==> src/logic/apr_params.svh <==
// Constants of the audio pin routing block: register offsets, field
// positions, reset values and selection codes.
// Assumes an 8-bit register port with byte-wide offsets.
//
// Summary of operation
// RL1: Primary data input enable at bit 7, resets to one; zero blocks it.
// RL2: Bits 6..4 pick secondary frame source; zero disables, 4,6,7 reserved.
// RL3: Bits 3..1 pick secondary bit clock source; same codes as frame.
// RL4: Bits 7..5 route secondary input one; 4 data-out pin, 5 primary input.
// RL5: Bits 4..2 route secondary input two with the same codes.
// RL6: Bit 7 makes record channel 1 digital microphone, else analog.
// RL7: Bit 6 makes record channel 2 digital microphone, else analog.
// RL8: Bit 5 swaps line one edges; default channel 1 falling, 2 rising.
// RL9: Bit 4 swaps line two edges; default channel 3 falling, 4 rising.
// RL10: Bits 3..2 pick the pin carrying microphone line one.
// RL11: Bits 1..0 pick the pin carrying microphone line two.
// RL12: Override bit 7 turns an input_pin_1a line choice into the data input pin.
// RL13: Bit 6 makes the data-out pin both output and data input.
// RL14: Bits 5..4 pick a power-down pin; either pin or control powers down.
// RL15: Bit 0 assigns the auxiliary function to general_io_pin_one.
// RL16: Reserved bits read zero; software writes only zero there.
// RL17: Data-out function field resets to 5, the primary data output.
// RL18: Reserved routing codes leave the routed signal disconnected.
`ifndef APR_PARAMS_SVH
`define APR_PARAMS_SVH

// ==========
// Register offsets
`define APR_OFS_DOUT_CFG 8'h10
`define APR_OFS_CLK_ROUTE 8'h11
`define APR_OFS_DATA_ROUTE 8'h12
`define APR_OFS_MIC_CFG 8'h13
`define APR_OFS_OVERRIDES 8'h14

// ==========
// Reset values and writable-bit masks
`define APR_RST_DOUT_CFG 8'h50
`define APR_RST_CLK_ROUTE 8'h80
`define APR_RST_DATA_ROUTE 8'h00
`define APR_RST_MIC_CFG 8'h00
`define APR_RST_OVERRIDES 8'h00
`define APR_MASK_DOUT_CFG 8'hf0
`define APR_MASK_CLK_ROUTE 8'hfe
`define APR_MASK_DATA_ROUTE 8'hfc
`define APR_MASK_MIC_CFG 8'hff
`define APR_MASK_OVERRIDES 8'hf1

// ==========
// Field positions
`define APR_DOUT_FUNC_MSB 7
`define APR_DOUT_FUNC_LSB 4
`define APR_PRIM_EN_BIT 7
`define APR_FRAME_MSB 6
`define APR_FRAME_LSB 4
`define APR_BCLK_MSB 3
`define APR_BCLK_LSB 1
`define APR_IN1_MSB 7
`define APR_IN1_LSB 5
`define APR_IN2_MSB 4
`define APR_IN2_LSB 2
`define APR_CH1_DIG_BIT 7
`define APR_CH2_DIG_BIT 6
`define APR_EDGE1_BIT 5
`define APR_EDGE2_BIT 4
`define APR_LINE1_MSB 3
`define APR_LINE1_LSB 2
`define APR_LINE2_MSB 1
`define APR_LINE2_LSB 0
`define APR_OVRD_BIT 7
`define APR_DOUT_DIN_BIT 6
`define APR_PD_MSB 5
`define APR_PD_LSB 4
`define APR_AUX_BIT 0

// ==========
// Selection codes
`define APR_SRC_OFF 3'h0
`define APR_SRC_PIN1 3'h1
`define APR_SRC_PIN2A 3'h2
`define APR_SRC_PIN1A 3'h3
`define APR_SRC_DOUT 3'h4
`define APR_SRC_PRIM 3'h5
`define APR_DOUT_FN_INPUT 4'h1
`define APR_DOUT_FN_PRIMARY 4'h5

`endif

==> src/logic/apr_pkg.sv <==
// Types shared by the audio pin routing modules.
// Assumes apr_params.svh supplies all numeric constants.
package apr_pkg;

    // ==========
    // Register and output state of the top module
    typedef struct packed {
        logic [7:0] dout_cfg;
        logic [7:0] clk_route;
        logic [7:0] data_route;
        logic [7:0] mic_cfg;
        logic [7:0] overrides;
        logic [7:0] rdata;
        logic mic_clk_prev;
        logic sp_frame;
        logic sp_bclk;
        logic sp_enable;
        logic sp_in1;
        logic sp_in2;
        logic prim_data;
        logic powered_down;
        logic dout_drive;
        logic dout_oe_n;
        logic ch1_digital;
        logic ch2_digital;
        logic aux_on_pin1;
        logic rise;
        logic fall;
        logic [1:0] line_data;
        logic [1:0] line_enable;
    } apr_top_state_t;

    // ==========
    // State of one microphone line capture
    typedef struct packed {
        logic first_bit;
        logic second_bit;
        logic first_strobe;
        logic second_strobe;
    } apr_mic_state_t;

endpackage : apr_pkg

==> src/logic/apr_mic_if.sv <==
// Carrier between the top module and one microphone line capture.
// Assumes both ends run on the same system clock.
`timescale 1ns/1ps
`default_nettype none

interface apr_mic_if;
    logic clk_rise;
    logic clk_fall;
    logic data;
    logic edge_swap;
    logic enable;
    logic first_bit;
    logic second_bit;
    logic first_strobe;
    logic second_strobe;

    modport capture (
        input clk_rise, clk_fall, data, edge_swap, enable,
        output first_bit, second_bit, first_strobe, second_strobe
    );
    modport owner (
        output clk_rise, clk_fall, data, edge_swap, enable,
        input first_bit, second_bit, first_strobe, second_strobe
    );
endinterface : apr_mic_if

`default_nettype wire

==> src/logic/apr_sync.sv <==
// Two-stage synchroniser for a bundle of asynchronous pin levels.
// Assumes each bit is an independent level; no word coherence is given.
`timescale 1ns/1ps
`default_nettype none

module apr_sync #(
    parameter int WIDTH = 8
) (
    // Clock and reset
    input wire logic sys_clk_in,
    input wire logic reset_in,
    // Levels
    input wire logic [WIDTH-1:0] async_in,
    output logic [WIDTH-1:0] sync_out
);
    typedef struct packed {
        logic [WIDTH-1:0] meta;
        logic [WIDTH-1:0] stable;
    } apr_sync_state_t;

    apr_sync_state_t state_ff;
    apr_sync_state_t nxt_state;

    always_comb begin
        nxt_state = state_ff;
        nxt_state.meta = async_in;
        nxt_state.stable = state_ff.meta;
    end

    always_ff @(posedge sys_clk_in or posedge reset_in) begin
        if (reset_in) begin
            state_ff <= '0;
        end else begin
            state_ff <= nxt_state;
        end
    end

    assign sync_out = state_ff.stable;
endmodule : apr_sync

`default_nettype wire

==> src/logic/apr_mic_capture.sv <==
// Captures the two channels interleaved on one microphone data line.
// Assumes clock edge pulses come from an already synchronised clock.
`timescale 1ns/1ps
`default_nettype none

module apr_mic_capture (
    // Clock and reset
    input wire logic sys_clk_in,
    input wire logic reset_in,
    // Line
    apr_mic_if.capture line
);
    apr_pkg::apr_mic_state_t state_ff;
    apr_pkg::apr_mic_state_t nxt_state;

    // The first channel of the pair is taken on the falling edge unless the
    // edge swap is set.
    always_comb begin
        nxt_state = state_ff;
        nxt_state.first_strobe = 1'b0;
        nxt_state.second_strobe = 1'b0;
        if (line.enable) begin
            if ((line.clk_fall && !line.edge_swap) ||
                (line.clk_rise && line.edge_swap)) begin
                nxt_state.first_bit = line.data; // see RL8 see RL9
                nxt_state.first_strobe = 1'b1;
            end
            if ((line.clk_rise && !line.edge_swap) ||
                (line.clk_fall && line.edge_swap)) begin
                nxt_state.second_bit = line.data; // see RL8 see RL9
                nxt_state.second_strobe = 1'b1;
            end
        end
    end

    always_ff @(posedge sys_clk_in or posedge reset_in) begin
        if (reset_in) begin
            state_ff <= '0;
        end else begin
            state_ff <= nxt_state;
        end
    end

    assign line.first_bit = state_ff.first_bit;
    assign line.second_bit = state_ff.second_bit;
    assign line.first_strobe = state_ff.first_strobe;
    assign line.second_strobe = state_ff.second_strobe;
endmodule : apr_mic_capture

`default_nettype wire

==> src/logic/apr_pin_routing.sv <==
// Top of the audio pin routing block: configuration registers, routing of
// multipurpose pins to the secondary serial port and microphone lines,
// converter power-down and data-out pin control.
// Assumes a synchronous 8-bit register port on the system clock and
// asynchronous pins that are synchronised here.
`include "apr_params.svh"
`timescale 1ns/1ps
`default_nettype none

module apr_pin_routing (
    // Clock and reset
    input wire logic sys_clk_in,
    input wire logic reset_in,
    // Register port
    input wire logic [7:0] reg_addr_in,
    input wire logic [7:0] reg_wdata_in,
    input wire logic reg_write_in,
    input wire logic reg_read_in,
    output logic [7:0] reg_rdata_out,
    // Multipurpose input pins
    input wire logic general_io_pin_one_in,
    input wire logic input_pin_2a_in,
    input wire logic input_pin_1a_in,
    input wire logic serial_data_in,
    // Data-out pin, three signals
    input wire logic data_out_pin_in,
    output logic data_out_pin_out,
    output logic data_out_pin_oe_n_out,
    // Primary serial port pins and data
    input wire logic primary_frame_in,
    input wire logic primary_bitclock_in,
    input wire logic primary_data_out_in,
    output logic primary_data_input_out,
    // Secondary serial port
    output logic second_port_enable_out,
    output logic second_port_frame_out,
    output logic second_port_bitclock_out,
    output logic second_port_input_one_out,
    output logic second_port_input_two_out,
    // Microphones
    input wire logic mic_bit_clock_in,
    output logic channel_one_digital_out,
    output logic channel_two_digital_out,
    output logic [3:0] mic_channel_bit_out,
    output logic [3:0] mic_channel_strobe_out,
    // Converter and auxiliary function
    input wire logic converter_powerdown_control_in,
    output logic converter_powered_down_out,
    output logic aux_function_on_pin_one_out
);
    localparam int NUM_PINS = 8;
    localparam int NUM_LINES = 2;

    // ==========
    // Pin synchronisation
    logic [NUM_PINS-1:0] pins_raw;
    logic [NUM_PINS-1:0] pins_sync;

    logic pin_one_s;
    logic pin_2a_s;
    logic pin_1a_s;
    logic din_s;
    logic dout_pin_s;
    logic prim_frame_s;
    logic prim_bclk_s;
    logic mic_clk_s;

    assign pins_raw = {mic_bit_clock_in, primary_bitclock_in,
                       primary_frame_in, data_out_pin_in, serial_data_in,
                       input_pin_1a_in, input_pin_2a_in,
                       general_io_pin_one_in};

    apr_sync #(
        .WIDTH(NUM_PINS)
    ) u_sync (
        .sys_clk_in(sys_clk_in),
        .reset_in(reset_in),
        .async_in(pins_raw),
        .sync_out(pins_sync)
    );

    assign pin_one_s = pins_sync[0];
    assign pin_2a_s = pins_sync[1];
    assign pin_1a_s = pins_sync[2];
    assign din_s = pins_sync[3];
    assign dout_pin_s = pins_sync[4];
    assign prim_frame_s = pins_sync[5];
    assign prim_bclk_s = pins_sync[6];
    assign mic_clk_s = pins_sync[7];

    // ==========
    // Routing helpers

    // Any code outside the listed ones returns zero, so a reserved
    // selection leaves the destination disconnected.
    function automatic logic route_pin(
        input logic [2:0] code,
        input logic pin1,
        input logic pin2a,
        input logic pin1a,
        input logic dout_in,
        input logic prim
    );
        logic val;
        val = 1'b0;
        case (code)
            `APR_SRC_PIN1: val = pin1;
            `APR_SRC_PIN2A: val = pin2a;
            `APR_SRC_PIN1A: val = pin1a;
            `APR_SRC_DOUT: val = dout_in;
            `APR_SRC_PRIM: val = prim;
            default: val = 1'b0; // see RL18
        endcase
        return val;
    endfunction : route_pin

    // Clock sources have no data-out choice; code 4 is reserved there.
    function automatic logic clock_code_ok(input logic [2:0] code);
        return (code == `APR_SRC_PIN1) || (code == `APR_SRC_PIN2A) ||
               (code == `APR_SRC_PIN1A) || (code == `APR_SRC_PRIM);
    endfunction : clock_code_ok

    function automatic logic [7:0] merge_write(
        input logic [7:0] data,
        input logic [7:0] mask
    );
        return data & mask; // see RL16
    endfunction : merge_write

    // ==========
    // State
    apr_pkg::apr_top_state_t state_ff;
    apr_pkg::apr_top_state_t nxt_state;

    logic [3:0] dout_func;
    logic [2:0] frame_code;
    logic [2:0] bclk_code;
    logic [2:0] in1_code;
    logic [2:0] in2_code;
    logic [1:0] pd_code;

    logic mic_override;
    logic dout_with_din;
    logic dout_as_input;
    logic dout_input_val;
    logic pd_pin_val;

    logic [1:0] line_code [NUM_LINES];
    logic [NUM_LINES-1:0] line_edge;

    assign dout_func = state_ff.dout_cfg[`APR_DOUT_FUNC_MSB:`APR_DOUT_FUNC_LSB];
    assign frame_code = state_ff.clk_route[`APR_FRAME_MSB:`APR_FRAME_LSB];
    assign bclk_code = state_ff.clk_route[`APR_BCLK_MSB:`APR_BCLK_LSB];
    assign in1_code = state_ff.data_route[`APR_IN1_MSB:`APR_IN1_LSB];
    assign in2_code = state_ff.data_route[`APR_IN2_MSB:`APR_IN2_LSB];

    assign pd_code = state_ff.overrides[`APR_PD_MSB:`APR_PD_LSB];
    assign mic_override = state_ff.overrides[`APR_OVRD_BIT];
    assign dout_with_din = state_ff.overrides[`APR_DOUT_DIN_BIT];

    assign line_code[0] = state_ff.mic_cfg[`APR_LINE1_MSB:`APR_LINE1_LSB];
    assign line_code[1] = state_ff.mic_cfg[`APR_LINE2_MSB:`APR_LINE2_LSB];
    assign line_edge[0] = state_ff.mic_cfg[`APR_EDGE1_BIT];
    assign line_edge[1] = state_ff.mic_cfg[`APR_EDGE2_BIT];

    // The data-out pin is read back either when its function is plain
    // input or when it is shared between output and input.
    assign dout_as_input = dout_with_din || // see RL13
                           (dout_func == `APR_DOUT_FN_INPUT);
    assign dout_input_val = dout_as_input & dout_pin_s;
    assign pd_pin_val = route_pin(
        {1'b0, pd_code},
        pin_one_s,
        pin_2a_s,
        pin_1a_s,
        1'b0,
        1'b0);

    // ==========
    // Next state
    always_comb begin
        logic [2:0] lc;
        lc = 3'h0;
        nxt_state = state_ff;

        // Register writes; reserved bits are forced to zero on write.
        if (reg_write_in) begin
            case (reg_addr_in)
                `APR_OFS_DOUT_CFG: nxt_state.dout_cfg =
                    merge_write(reg_wdata_in, `APR_MASK_DOUT_CFG);
                `APR_OFS_CLK_ROUTE: nxt_state.clk_route =
                    merge_write(reg_wdata_in, `APR_MASK_CLK_ROUTE);
                `APR_OFS_DATA_ROUTE: nxt_state.data_route =
                    merge_write(reg_wdata_in, `APR_MASK_DATA_ROUTE);
                `APR_OFS_MIC_CFG: nxt_state.mic_cfg =
                    merge_write(reg_wdata_in, `APR_MASK_MIC_CFG);
                `APR_OFS_OVERRIDES: nxt_state.overrides =
                    merge_write(reg_wdata_in, `APR_MASK_OVERRIDES);
                default: ;
            endcase
        end

        // Reads return stored values; unmapped offsets read zero.
        if (reg_read_in) begin
            case (reg_addr_in)
                `APR_OFS_DOUT_CFG: nxt_state.rdata = state_ff.dout_cfg;
                `APR_OFS_CLK_ROUTE: nxt_state.rdata = state_ff.clk_route;
                `APR_OFS_DATA_ROUTE: nxt_state.rdata = state_ff.data_route;
                `APR_OFS_MIC_CFG: nxt_state.rdata = state_ff.mic_cfg;
                `APR_OFS_OVERRIDES: nxt_state.rdata = state_ff.overrides;
                default: nxt_state.rdata = 8'h00;
            endcase
        end

        // Secondary port clocks; the port runs only with both sources
        // set to valid codes.
        nxt_state.sp_enable = clock_code_ok(frame_code) && // see RL2
                              clock_code_ok(bclk_code); // see RL3
        nxt_state.sp_frame = clock_code_ok(frame_code) && route_pin(
            frame_code,
            pin_one_s,
            pin_2a_s,
            pin_1a_s,
            1'b0,
            prim_frame_s); // see RL2
        nxt_state.sp_bclk = clock_code_ok(bclk_code) && route_pin(
            bclk_code,
            pin_one_s,
            pin_2a_s,
            pin_1a_s,
            1'b0,
            prim_bclk_s); // see RL3

        // Secondary port data inputs.
        nxt_state.sp_in1 = route_pin(
            in1_code,
            pin_one_s,
            pin_2a_s,
            pin_1a_s,
            dout_input_val,
            din_s); // see RL4
        nxt_state.sp_in2 = route_pin(
            in2_code,
            pin_one_s,
            pin_2a_s,
            pin_1a_s,
            dout_input_val,
            din_s); // see RL5

        // Primary port data input gate.
        nxt_state.prim_data = din_s &
            state_ff.clk_route[`APR_PRIM_EN_BIT]; // see RL1

        // Converter is down when either the pin or the control asks.
        nxt_state.powered_down = pd_pin_val || // see RL14
                                 converter_powerdown_control_in;

        // Data-out pin drive. Functions other than primary output are
        // served elsewhere, so the pin is released for them unless bit 6
        // of the overrides shares it between output and input.
        if ((dout_func == `APR_DOUT_FN_PRIMARY) || dout_with_din) begin
            nxt_state.dout_drive = primary_data_out_in; // see RL13 see RL17
            nxt_state.dout_oe_n = 1'b0;
        end else begin
            nxt_state.dout_drive = 1'b0;
            nxt_state.dout_oe_n = 1'b1;
        end

        nxt_state.ch1_digital = state_ff.mic_cfg[`APR_CH1_DIG_BIT]; // see RL6
        nxt_state.ch2_digital = state_ff.mic_cfg[`APR_CH2_DIG_BIT]; // see RL7
        nxt_state.aux_on_pin1 = state_ff.overrides[`APR_AUX_BIT]; // see RL15

        // Microphone clock edges from the synchronised clock.
        nxt_state.mic_clk_prev = mic_clk_s;
        nxt_state.rise = mic_clk_s & ~state_ff.mic_clk_prev;
        nxt_state.fall = ~mic_clk_s & state_ff.mic_clk_prev;

        // Microphone line data, aligned with the edge pulses above.
        for (int i = 0; i < NUM_LINES; i++) begin
            lc = {1'b0, line_code[i]};
            nxt_state.line_enable[i] = (lc != `APR_SRC_OFF); // see RL10 see RL11
            if ((lc == `APR_SRC_PIN1A) && mic_override) begin
                nxt_state.line_data[i] = din_s; // see RL12
            end else begin
                nxt_state.line_data[i] = route_pin(lc, pin_one_s, pin_2a_s,
                    pin_1a_s, 1'b0, 1'b0); // see RL10 see RL11
            end
        end
    end

    always_ff @(posedge sys_clk_in or posedge reset_in) begin
        if (reset_in) begin
            state_ff <= '0;
            state_ff.dout_cfg <= `APR_RST_DOUT_CFG; // see RL17
            state_ff.clk_route <= `APR_RST_CLK_ROUTE; // see RL1
            state_ff.data_route <= `APR_RST_DATA_ROUTE;
            state_ff.mic_cfg <= `APR_RST_MIC_CFG;
            state_ff.overrides <= `APR_RST_OVERRIDES;
            state_ff.dout_oe_n <= 1'b1;
        end else begin
            state_ff <= nxt_state;
        end
    end

    // ==========
    // Microphone line captures
    generate
        for (genvar g = 0; g < NUM_LINES; g++) begin : g_line
            apr_mic_if mic_line ();

            assign mic_line.clk_rise = state_ff.rise;
            assign mic_line.clk_fall = state_ff.fall;
            assign mic_line.data = state_ff.line_data[g];
            assign mic_line.edge_swap = line_edge[g];
            assign mic_line.enable = state_ff.line_enable[g];

            apr_mic_capture u_capture (
                .sys_clk_in(sys_clk_in),
                .reset_in(reset_in),
                .line(mic_line.capture)
            );

            assign mic_channel_bit_out[2*g] = mic_line.first_bit;
            assign mic_channel_bit_out[2*g+1] = mic_line.second_bit;
            assign mic_channel_strobe_out[2*g] = mic_line.first_strobe;
            assign mic_channel_strobe_out[2*g+1] = mic_line.second_strobe;
        end
    endgenerate

    // ==========
    // Outputs
    assign reg_rdata_out = state_ff.rdata;
    assign data_out_pin_out = state_ff.dout_drive;
    assign data_out_pin_oe_n_out = state_ff.dout_oe_n;
    assign primary_data_input_out = state_ff.prim_data;
    assign second_port_enable_out = state_ff.sp_enable;
    assign second_port_frame_out = state_ff.sp_frame;
    assign second_port_bitclock_out = state_ff.sp_bclk;
    assign second_port_input_one_out = state_ff.sp_in1;
    assign second_port_input_two_out = state_ff.sp_in2;
    assign channel_one_digital_out = state_ff.ch1_digital;
    assign channel_two_digital_out = state_ff.ch2_digital;
    assign converter_powered_down_out = state_ff.powered_down;
    assign aux_function_on_pin_one_out = state_ff.aux_on_pin1;
endmodule : apr_pin_routing

`default_nettype wire

==> config.mk <==
export PLATFORM = sky130hd
export DESIGN_NAME = apr_pin_routing
export DESIGN_NICKNAME = d
export VERILOG_FILES = /design/src/logic/apr_pkg.sv /design/src/logic/apr_mic_if.sv /design/src/logic/apr_sync.sv /design/src/logic/apr_mic_capture.sv /design/src/logic/apr_pin_routing.sv
export VERILOG_INCLUDE_DIRS = /design/src /design/src/logic
export SDC_FILE = /design/constraint.sdc
export NUM_CORES = 1
export LEC_CHECK = 0
export BUFFER_PORTS_ARGS = -buffer_cell sky130_fd_sc_hd__buf_2
export CORE_MARGIN = 2
export CORE_UTILIZATION = 35
export DETAILED_ROUTE_END_ITERATION = 16
export GPL_ROUTABILITY_DRIVEN = 0
export GPL_TIMING_DRIVEN = 0
export HOLD_SLACK_MARGIN = 0.08
export PLACE_DENSITY = 0.53
export REMOVE_ABC_BUFFERS = 1
export SYNTH_ARGS = -nofsm -noshare
export SYNTH_HDL_FRONTEND = slang
export SYNTH_HIERARCHICAL = 1
export SYNTH_SLANG_ARGS = --single-unit
==> constraint.sdc <==
create_clock -name sys_clk_in -period 3.11 [get_ports sys_clk_in]
set_input_delay 0.311 -clock sys_clk_in [delete_from_list [all_inputs] [get_ports sys_clk_in]]
set_output_delay 0.311 -clock sys_clk_in [all_outputs]
set_load 0.05 [all_outputs]
==> results.tsv <==
metric	value	unit
worst hold-check path type	input port to register	
layout-stage area growth over the synthesis result	18.2	%
VDD IR-drop max	257	uV
CTS buffer count	9	
Setup Crit Path Kind	input port to register	
number of remaining DRC errors	0	
Sw Ratio	24.8	%
site row count	36	
Leakage	1.98	nW
async set-reset flop share out of synthesis	100	%
Core Region	9640	um^2
CTS resizes	0	
Setup TNS Final	0	ns
I/O pin count	58	
number of violations reported at the end of detailed-routing iteration 0	57	
worst-skew pair later-pin latency	0.35	ns
required time at the endpoint of the critical path	3.35	ns
number of storage elements in the synthesis netlist	81	
RSZ-0062 raised after global routing	false	
sum of buffers and inverters on the critical path	1	
Starting Density	35.7	%
fraction of power consumed by combinational cells	9.1	%
buffer count from post-CTS setup fixing	0	
number of flops mapped to enable cells by yosys	0	
Clock Tree Root	clkbuf_8	
crit share post-route	60.0	%
antenna violations before repair	0	
largest driver fanout on the critical path	12	
number of instances in the synthesized netlist	255	
worst-case headroom to the max-slew limit	40.9	%
Ant. Diodes	0	
wire length of the first global-routing pass	11400	um
final setup skew	0.00950	ns
number of pins exceeding their max-slew limit in the final report	0	
Detail Route Antenna Nets	0	
outcome	finished clean	
I/O Buffers	57	
number of global-route vias before repair	2134	
Arrival @ worst endpoint	2.10	ns
series of cell instances along the critical path	buf_2 -> nor4_4 -> nand3_1 -> mux2_2	
Post-layout nets	342	
via count normalized by instance count	4.78	
average routed wire per standard cell	16.2	um
Via Count	2149	
overflow left after global routing	0	
slowest stage cell, crit path	nor4_4	
top_reg_cell synth	dfrtp_1	
Initial DRT Pass Iterations	4	
routed wire length	7280	um
GRT Util Overall	14.7	%
Die W	103	um
maximum root-to-sink buffer count	2	
Yosys warning count	6	
CP top delay family	simple AND/OR/NAND/NOR gates	
clock period minus worst slack	1.86	ns
Post-Place Cells	425	
Pint	0.00165	W
count of placed standard cells in the final layout, fillers left out	450	
proportion of synthesized chip area in sequential cells	59.0	%
post-detailed-placement half-perimeter wirelength	5170	um
type of element launching the critical path	input port	
crit-path max cell delay	0.79	ns
TritonCTS sink count	81	
sort of element at the end of the critical path	register	
pin count of the biggest net entering global routing	33	
power dissipated by switching net loads	0.000544	W
count of max-cap constraint violations	0	
number of endpoints failing setup at the final stage	0	
Reg power frac	52.0	%
clock-pin slew on the worst setup and hold paths	0.08	ns
htree depth	3	
Clock power frac	39.0	%
mean instance size in the synthesized netlist	13.5	um^2
transition time at the pin with the least slew margin	0.880	ns
die outline area	10600	um^2
clock tree from TritonCTS	done	
fraction of final layout cells with drive strength greater than 1	40.7	%
power per cell area	539	nW/um^2
Synth cell types	41	
Hold Fails Final Rpt	0	
mapped cell area	3440	um^2
vertical extent of the die	103	um
highest clock rate	0.536	GHz
## worst register-to-register path, cell delays in order, from the launching register on
cell      delay [ns]
dfstp_2         0.56
nor4b_1         0.26
o21ai_0         0.19
a311oi_1        0.37
## Yosys cell counts (4+ instances only)
cell / instances / area [um^2]
dfrtp_1: 77 / 1930
o2bb2ai_1: 4 / 35.0
nor2b_2: 4 / 35.0
o22ai_1: 5 / 31.3
nor2_1: 9 / 33.8
o21ai_0: 9 / 45.0
dfstp_2: 4 / 105
mux2i_1: 17 / 170
nand2_1: 9 / 33.8
nor2b_1: 6 / 37.5
a31oi_1: 4 / 25.0
buf_4: 17 / 128
mux2_4: 4 / 60.1
mux2_2: 31 / 349
inv_1: 11 / 41.3
## area by class of cell
cell class	instances	area [um^2]
Clock buffer	11	141
Timing Repair Buffer	67	395
Clock inverter	5	78.8
Fill cell	934	5570
Inverter	11	41.3
Sequential cell	81	2030
Multi-Input combinational cell	142	1210
Tap cell	133	166
## path summary, 6_finish.rpt
kind                                                        to  slack [ns]                 from  cells past startpoint
setup / recovery                                   in2_code[0]        1.25       reg_addr_in[3]                      4
max in group asynchronous                         state_ff[58]        1.89             reset_in                      4
setup reg to reg                     second_port_input_two_out        1.62         dout_func[0]                      3
hold / removal                                data_out_pin_out        0.18  primary_data_out_in                      2
hold reg to reg                             u_sync/sync_out[5]        0.35  u_sync/nxt_state[5]                      0
min in group asynchronous  g_line[1].u_capture/line.second_bit        0.43             reset_in                      3
## metrics by stage
step           cell area, um^2  hold WS [ns]  total power (W)  util, %  setup WS (ns)
5_1_grt                   4070         0.171          0.00229     42.2           1.17
6_report                  4070         0.175          0.00219     42.2           1.25
2_1_floorplan             3290        0.0771          0.00127        -           1.38
3_3_place_gp              3740         0.233          0.00135     38.8          0.559
3_5_place_dp              3760         0.252          0.00135     39.0          0.888
4_1_cts                   4070         0.163          0.00222     42.2           1.26
## kinds of logic after synthesis
family,after synthesis,share of synthesized area [%]
buffers and inverters,32,5.67
DFF,81,59.0
muxes,52,16.8
AOI/OAI and AO/OA,39,7.92
and+or+nand+nor,51,10.5
## state kept, by name, indices dropped and copies added, names as in the netlist, 3 cells and up
signal / count
line_code: 4
in2_code: 3
bclk_code: 3
u_sync/nxt_state: 8
in1_code: 3
reg_rdata_out: 8
dout_func: 4
u_sync/sync_out: 8
frame_code: 3
nxt_state: 3
## layout by cell type (no fill, tap or decap), drive strengths merged, types with 9 or more instances in the layout
master	n
dfrtp	77
buf	58
mux2	35
mux2i	17
inv	11
clkbuf	11
nor2b	10
nor2	9
o21ai	9
nand2	9
dlygate4sd3	9
## power groups by stage
stage	combinational [W]	clock (W)	sequential (W)
after CTS	0.000202	0.000878	0.00114
after global routing	0.000218	0.000924	0.00115
after detailed placement	0.000193	0	0.00116
final	0.000199	0.000855	0.00114
after floorplan	0.0000846	0	0.00119
after global placement	0.000188	0	0.00116
## per-layer routing
metal | GRT usage, % | share of wire (%)
met5 | 0 | 0
met3 | 2.69 | 2.8
met4 | 8.20 | 2.5
met2 | 23.1 | 48
met1 | 19.3 | 47
## timing repair
| action | in CTS | in global routing |
|---|---|---|
| endpoints found under the hold margin | 53 | 0 |
| hold buffers | 9 | 0 |
| setup endpoints to repair | 0 | 0 |
Note: power is estimated with default switching activity, not from simulation.
